--- src/verilog/bax_pkg.sv ---
// Package for the byte ALU slice: operation codes, widths, reset values.
// Assumes a single core clock and a synchronous active-high reset.
package bax_pkg;

  localparam int BAX_DATA_W = 8;
  localparam int BAX_ADDR_W = 7;
  localparam int BAX_NIB_W = 4;
  localparam logic [6:0] BAX_ADDR_MAX = 7'h7F;
  localparam logic [7:0] BAX_WORK_RST = 8'h00;
  localparam logic BAX_FLAG_RST = 1'b0;
  localparam logic BAX_DEST_WORK = 1'b0;
  localparam logic BAX_DEST_FILE = 1'b1;

  typedef enum logic [1:0] {
    BAX_SUB_WORK_FROM_FILE,
    BAX_XOR_WORK_WITH_FILE,
    BAX_NIBBLE_SWAP_FILE,
    BAX_XOR_LITERAL_WITH_WORK
  } bax_op_t;

  typedef enum logic [1:0] {
    BAX_IDLE,
    BAX_DONE
  } bax_state_t;

endpackage

--- src/verilog/bax_if.sv ---
// Interface between the top and the combinational result unit.
// Assumes the top drives operands and the unit answers in the same cycle.
interface bax_if;
  import bax_pkg::*;
  bax_op_t op;
  logic [7:0] work;
  logic [7:0] operand;
  logic [7:0] result;
  logic carry;
  logic digit_carry;
  logic zero;
  logic wr_carry;
  logic wr_zero;
  modport ctrl (output op, output work, output operand,
    input result, input carry, input digit_carry, input zero, input wr_carry, input wr_zero);
  modport unit (input op, input work, input operand,
    output result, output carry, output digit_carry, output zero, output wr_carry,
    output wr_zero);
endinterface

--- src/verilog/bax_result.sv ---
// Combinational result unit of the byte ALU slice.
// Assumes operands are stable for the cycle in which they are presented.
module bax_result
  import bax_pkg::*;
(
  bax_if.unit alu
);

  // ==========================================================
  // Subtract helpers
  function automatic logic no_borrow(input logic [7:0] a, input logic [7:0] b);
    no_borrow = (b <= a);
  endfunction

  logic [7:0] diff;
  assign diff = 8'(alu.operand - alu.work);

  // ==========================================================
  // Result select
  always_comb begin
    alu.result = 8'h00;
    alu.carry = 1'b0;
    alu.digit_carry = 1'b0;
    alu.wr_carry = 1'b0;
    alu.wr_zero = 1'b0;
    unique case (alu.op)
      BAX_SUB_WORK_FROM_FILE: begin
        alu.result = diff;
        alu.carry = no_borrow(alu.operand, alu.work);
        alu.digit_carry = no_borrow({4'h0, alu.operand[3:0]}, {4'h0, alu.work[3:0]});
        alu.wr_carry = 1'b1;
        alu.wr_zero = 1'b1;
      end
      BAX_XOR_WORK_WITH_FILE: begin
        alu.result = alu.work ^ alu.operand;
        alu.wr_zero = 1'b1;
      end
      BAX_NIBBLE_SWAP_FILE: begin
        alu.result = {alu.operand[3:0], alu.operand[7:4]};
      end
      BAX_XOR_LITERAL_WITH_WORK: begin
        alu.result = alu.work ^ alu.operand;
        alu.wr_zero = 1'b1;
      end
    endcase
  end

  assign alu.zero = (alu.result == 8'h00);

endmodule

--- src/verilog/bax_alu.sv ---
// Top of the byte ALU slice: working register, flags, file write-back port.
// Assumes the decoder presents one instruction per valid pulse and the
// register file returns the addressed byte on file_rd_data in the same cycle.
// ==========================================================
// Summary of operation
// - Subtract computes file value minus working value, two's complement; address 0..127.
// - For file operations, destination 0 writes working register, 1 writes file.
// - Subtract carry set when work <= file; digit carry likewise on low nibbles.
// - Xor with file combines working and file, routes by destination, touches zero only.
// - Nibble swap exchanges file nibbles and leaves every flag unchanged.
// - Xor with literal combines working and literal into working register, updates zero.
module bax_alu
  import bax_pkg::*;
(
  input wire logic sys_clk,
  input wire logic reset,
  input wire logic instr_valid,
  input bax_op_t instr_op,
  input wire logic [6:0] file_addr,
  input wire logic dest_sel,
  input wire logic [7:0] literal,
  input wire logic [7:0] file_rd_data,
  output logic file_wr_en,
  output logic [6:0] file_wr_addr,
  output logic [7:0] file_wr_data,
  output logic [7:0] work,
  output logic carry_flag,
  output logic digit_carry_flag,
  output logic zero_flag,
  output logic done
);

  bax_if alu ();

  bax_result u_result (
    .alu(alu)
  );

  // ==========================================================
  // Operand steering
  assign alu.op = instr_op;
  assign alu.work = work;
  assign alu.operand = (instr_op == BAX_XOR_LITERAL_WITH_WORK) ? literal : file_rd_data;

  logic to_file;
  assign to_file = (instr_op != BAX_XOR_LITERAL_WITH_WORK) && (dest_sel == BAX_DEST_FILE);

  // ==========================================================
  // Next state
  logic next_file_wr_en;
  logic [6:0] next_file_wr_addr;
  logic [7:0] next_file_wr_data;
  logic [7:0] next_work;
  logic next_carry_flag;
  logic next_digit_carry_flag;
  logic next_zero_flag;
  logic next_done;

  always_comb begin
    next_file_wr_en = 1'b0;
    next_file_wr_addr = file_wr_addr;
    next_file_wr_data = file_wr_data;
    next_work = work;
    next_carry_flag = carry_flag;
    next_digit_carry_flag = digit_carry_flag;
    next_zero_flag = zero_flag;
    next_done = 1'b0;
    if (instr_valid) begin
      next_done = 1'b1;
      if (to_file) begin
        next_file_wr_en = 1'b1;
        next_file_wr_addr = file_addr;
        next_file_wr_data = alu.result;
      end else begin
        next_work = alu.result;
      end
      if (alu.wr_carry) begin
        next_carry_flag = alu.carry;
        next_digit_carry_flag = alu.digit_carry;
      end
      if (alu.wr_zero) begin
        next_zero_flag = alu.zero;
      end
    end
  end

  always_ff @(posedge sys_clk) begin
    if (reset) begin
      file_wr_en <= 1'b0;
      file_wr_addr <= 7'h00;
      file_wr_data <= 8'h00;
      work <= BAX_WORK_RST;
      carry_flag <= BAX_FLAG_RST;
      digit_carry_flag <= BAX_FLAG_RST;
      zero_flag <= BAX_FLAG_RST;
      done <= 1'b0;
    end else begin
      file_wr_en <= next_file_wr_en;
      file_wr_addr <= next_file_wr_addr;
      file_wr_data <= next_file_wr_data;
      work <= next_work;
      carry_flag <= next_carry_flag;
      digit_carry_flag <= next_digit_carry_flag;
      zero_flag <= next_zero_flag;
      done <= next_done;
    end
  end
endmodule

--- config.mk ---
export PLATFORM = sky130hd
export DESIGN_NAME = bax_alu
export DESIGN_NICKNAME = d
export VERILOG_FILES = /design/src/verilog/bax_pkg.sv /design/src/verilog/bax_if.sv /design/src/verilog/bax_result.sv /design/src/verilog/bax_alu.sv
export SDC_FILE = /design/constraint.sdc
export NUM_CORES = 1
export LEC_CHECK = 0
export CORE_ASPECT_RATIO = 0.75
export CORE_MARGIN = 2
export CORE_UTILIZATION = 45
export CTS_CLUSTER_DIAMETER = 50
export DETAILED_ROUTE_END_ITERATION = 16
export DONT_BUFFER_PORTS = 1
export MAX_ROUTING_LAYER = met4
export SYNTH_ARGS = -nofsm -noshare
export SYNTH_HDL_FRONTEND = slang
export SYNTH_SLANG_ARGS = --single-unit
--- constraint.sdc ---
create_clock -name sys_clk -period 3 [get_ports sys_clk]
set_input_delay 0.3 -clock sys_clk [delete_from_list [all_inputs] [get_ports sys_clk]]
set_output_delay 0.3 -clock sys_clk [all_outputs]
set_load 0.03 [all_outputs]
# Yosys cells after proc, flatten, opt, wreduce, memory -nomap -nowiden
# Cells that the tools add are included.
dict set report word_totals {
  register_bits 28
  input_bits 29
  output_inout_bits 28
  wordCells 36
}
dict set report classes {
  add_sub_neg 1
  n_lt_le_gt_ge 2
  n_eq_ne 4
  mux 8
  bitwise 3
  reduce_logical 10
}
# cell n
set ops {}
lappend ops {{8-bit one-hot mux with 3 select lines} 1}
lappend ops {{8-bit less-or-equal comparator} 1}
lappend ops {{8-bit zero test} 1}
lappend ops {{8-bit 2-to-1 mux} 1}
lappend ops {{2-bit AND reduction} 4}
lappend ops {{8-bit subtractor} 1}
lappend ops {{8-bit bitwise XOR} 1}
lappend ops {{1-bit 2-to-1 mux} 6}
lappend ops {{2-bit equality test (second input constant)} 2}
lappend ops {{4-bit less-or-equal comparator} 1}
lappend ops {{2-bit OR reduction} 2}
lappend ops {{3-bit OR reduction} 1}
lappend ops {{2-bit by 1-bit equality test with 1-bit output (second input constant)} 1}
lappend ops {{2-bit zero test} 1}
lappend ops {{2-bit != test (second input constant)} 1}
lappend ops {{1-bit NOT} 2}
lappend ops {{1-bit logical AND} 1}

# Longest topological paths before layout
dict set report logic_depth {
  depth_word 5
  depth_mapped 14
  depth_no_buf 11
}

# Hierarchy
# Synthesis repeated with hierarchy kept, for this count alone.
dict set report unflattened {
  hier_cells 228
  hier_area_um2 1999.4
}
# module n_inst cells_each area_per_inst_um2 seq_area_each_um2
set modules_own_cells {}
lappend modules_own_cells {bax_alu 1 122 1277.5 560.5}
lappend modules_own_cells {bax_result 1 106 721.9 0.0}

# Worst setup path before layout
# No wires, ideal clock.
dict set report synth_path {
  path_kind {input to register}
  from {input instr_op[0]}
  to {register zero_flag}
  setup_time_ns 0.067
  t_arrival_ns 2.914
  required_ns 2.933
  path_slack_ns 0.019
  path_stages 14
  path_buffers 3
  path_cell_list {buf_2 -> buf_4 -> nand2_1 -> buf_2 -> mux2i_1 -> ha_1 -> inv_1 -> fa_1 -> nor2b_1 -> a211oi_1 -> a21oi_1 -> or4b_1 -> nand4bb_1 -> o21ai_2}
}
dict set report synth_between {
  elab_chain_len 5
  elab_cells_between_ends 13
  classes_between {1 x add/sub; 3 x eq/ne; 3 x mux; 1 x bitwise; 5 x reduce/logical}
}
# item line_no
set synth_lines {}
lappend synth_lines {{start, declared} bax_alu.sv:18} ;# input bax_op_t instr_op,
lappend synth_lines {{2-bit equality test} {bax_result.sv:26, bax_alu.sv:43}}
lappend synth_lines {{8-bit 2-to-1 mux} bax_alu.sv:43} ;# assign alu.operand = (instr_op == BAX_XOR_LITERAL_WITH_WORK) ? literal : file_rd_data;
lappend synth_lines {{8-bit subtractor / 8-bit bitwise XOR (equally long branches)} {bax_result.sv:16, bax_result.sv:35, bax_result.sv:42}}
lappend synth_lines {{8-bit one-hot mux with 3 select lines} bax_result.sv:26} ;# unique case (alu.op)
lappend synth_lines {{8-bit zero test} bax_result.sv:48} ;# assign alu.zero = (alu.result == 8'h00);
lappend synth_lines {{end signal, assigned} bax_alu.sv:104} ;# zero_flag <= next_zero_flag;
lappend synth_lines {{end, declared} bax_alu.sv:29} ;# output logic zero_flag,
# Several ways; a longest one is shown, not always the timed one.
# A chain may end at the register's enable or synchronous reset.

# Final worst setup path
# Same ends and word-level chain as after synthesis.

==> metrics.cfg <==
[setup_path]
required_ps = 3210
crit_path_start = instr_op[0]
r2r-end = zero_flag$_SDFFE_PP0P_
cp_max_fo = 18
cp-end-kind = flip-flop
path_class = in -> reg
cp-start-kind = primary input
r2r_cells = 7
arrival_ps = 2780
timing.rr.start = work[1]$_SDFFE_PP0P_
r2r_setup_slack_ps = 480

[final_layout]
num-fill-cells = 420
design_area_um2 = 1860
syn_to_final_growth_pct = 2.62
drive_gt1_share_pct = 7.66
antenna_cells = 0
layout.cells.non_filler = 274
final_nets = 268

[hold_path]
min_to = file_wr_data[0]$_SDFFE_PP0P_
hold_depth = 1
hold_path.class = in -> reg
min-delay-start = reset

[routing]
drt_iter0_drc = 104
drt_wl_total_mm = 4.69
wl_per_cell_um = 17.1
vias = 1554
via_per_inst = 5.67
drc = 0
ant_nets = 0
dr.pass1.iters = 4

[logic_synthesis]
synthAdderAreaFrac_pct = 10.7
ys_ff_latch = 28
ys_top_cells_by_count = a21oi_1, nand2_1, dfxtp_1
synth_compound_area_share_pct = 21.4
synth-simple-area-share_pct = 24.0
async_reset_ff_share_pct = 0
ys_seq_area_share_pct = 30.9
yosys_warnings = 0
muxShareOfSynthArea_pct = 5.44
synthFlopType = dfxtp_1
synth_xor_area_share_pct = 0
synth_top_cell_by_area = dfxtp_1
yosys.cell_types.count = 46
synth_area_leaders = dfxtp_1, ha_1, a21oi_1, nand2_1, nor2_1
synthDominantCellAreaShare_pct = 30.9
synth_nets = 274
synthCells = 230
syn_area_um2 = 1820
avgSynthCellArea_um2 = 7.90
synth_top_family_by_area = simple AND/OR/NAND/NOR gates
synth_edf_count = 0

[timing]
setup_viol = 0
period_needed_ps = 2570
hold_viol = 0
fmax_ghz = 0.389
final.period_utilization_pct = 85.7
tns_ps = 0
slew_headroom_pct = 55.6
max_slew.worst_pin.slew_ps = 663
final_max_slew_viol_count = 0
fin_skew_ps = 2.81
rsz0062_at_grt = no

[clock_tree]
cts_hold_buf = 0
cts_inserted_buffers = 3
post_cts_buffers = 0
cts_sinks = 28
clkLatencyLatePin_ps = 270
clkSlewWorstSetupHoldPaths_ps = 80
clockBufferDepth = 2
cts-resized-gates = 0
tritoncts = built
cts_root_buf = clkbuf_8
cts.htree.levels = 1

[floorplan]
core-area_um2 = 3760
initial_core_util_pct = 48.4
dieWidth_um = 77.4
fp.dieH_um = 59.0
die-area_um2 = 4570
rows = 19
io_pins = 57

[placed_design]
portBuffers = 0
place_congestion = 0.854
place_area_um2 = 1820
dp_cells = 271
dp_hpwl_mm = 3.71

[run_status]
outcome = complete, no violations

[pwr]
vdd_drop_max_uv = 272
powerDensity_nw_per_um2 = 486
p_leak_uw = 0.000710

[grt]
track_usage_pct = 21.2
overflow = 0
grt_pass1_vias = 1457
grt_max_degree = 30
grt_first_pass_wirelength_mm = 7.34
antenna_found_initial = 0

[run]
maxCapViolations = 0

==> state kept, by name, indices dropped and copies added, names as in the netlist <==
name              flops
digit_carry_flag      1
file_wr_en            1
work                  8
done                  1
zero_flag             1
file_wr_data          8
file_wr_addr          7
carry_flag            1
==> kinds of logic after synthesis <==
| logic type | after synthesis |
|---|---|
| buffers and inverters | 29 |
| adder cells (fa/ha/maj) | 15 |
| AO/OA/AOI/OAI | 60 |
| AND/OR/NAND/NOR | 89 |
| multiplexers | 9 |
| flip-flops | 28 |
==> through the flow <==
step	util (%)	power [uW]	setup slack (ps)	hold slack, ps
2_1_floorplan	-	673	19.2	428
3_3_place_gp	48.5	713	244	373
3_5_place_dp	48.5	717	171	375
4_1_cts	49.6	912	451	83.7
5_1_grt	49.6	955	287	79.4
6_report	49.6	905	428	91.1
==> routing by layer <==
| metal | global-route usage (%) | share of wire [%] | vias up | wire, um |
|---|---|---|---|---|
| met4 | 2.55 | 0.21 | 0 | 10 |
| met2 | 33.4 | 45 | 45 | 2120 |
| li1 | - | - | 782 | - |
| met1 | 27.4 | 48 | 725 | 2230 |
| met5 | - | 0 | - | 0 |
| met3 | 7.32 | 7.1 | 2 | 333 |
==> power by group <==
| part | internal (uW) | switching, uW | total [uW] | leakage [uW] |
|---|---|---|---|---|
| clock network | 90.0 | 105 | 195 | 0.0000216 |
| registers | 394 | 56.7 | 451 | 0.000229 |
| logic | 104 | 156 | 259 | 0.000459 |
==> worst max-delay path, cell delays in order <==
cell       delay [ps]
nand2_1           160
buf_4             230
mux2_2            360
ha_1              410
and3_4            250
a2111oi_4         390
a211oi_2          160
or3b_1            410
o21ai_2           120
==> worst max-delay path by stage <==
stage | end | slack, ps
global route | file_wr_data[6]$_SDFFE_PP0P_ | 290
finish | zero_flag$_SDFFE_PP0P_ | 430
CTS | zero_flag$_SDFFE_PP0P_ | 450
floorplan | zero_flag$_SDFFE_PP0P_ | 20
global placement | zero_flag$_SDFFE_PP0P_ | 240
detailed placement | zero_flag$_SDFFE_PP0P_ | 170
==> final cells by class <==
| type | count | area (um^2) | share of cell area [%] |
|---|---|---|---|
| Tap cell | 52 | 65.1 | 3.49 |
| Clock buffer | 3 | 41.3 | 2.21 |
| Timing Repair Buffer | 3 | 22.5 | 1.21 |
| Sequential cell | 28 | 561 | 30.1 |
| Inverter | 15 | 56.3 | 3.02 |
| Multi-Input combinational cell | 173 | 1120 | 60.0 |
==> cell usage in the layout (no fill, tap or decap), types with 3 or more instances in the layout <==
cell type / instances
o21a_1: 3
clkbuf_8: 3
buf_4: 3
a211oi_1: 8
o21ai_0: 6
nor2_1: 25
mux2_2: 4
a21oi_1: 30
nor3_1: 9
nand2_1: 30
inv_1: 15
nor2b_1: 5
dfxtp_1: 28
mux2_1: 3
ha_1: 14
(Power assumes the default switching activity.)
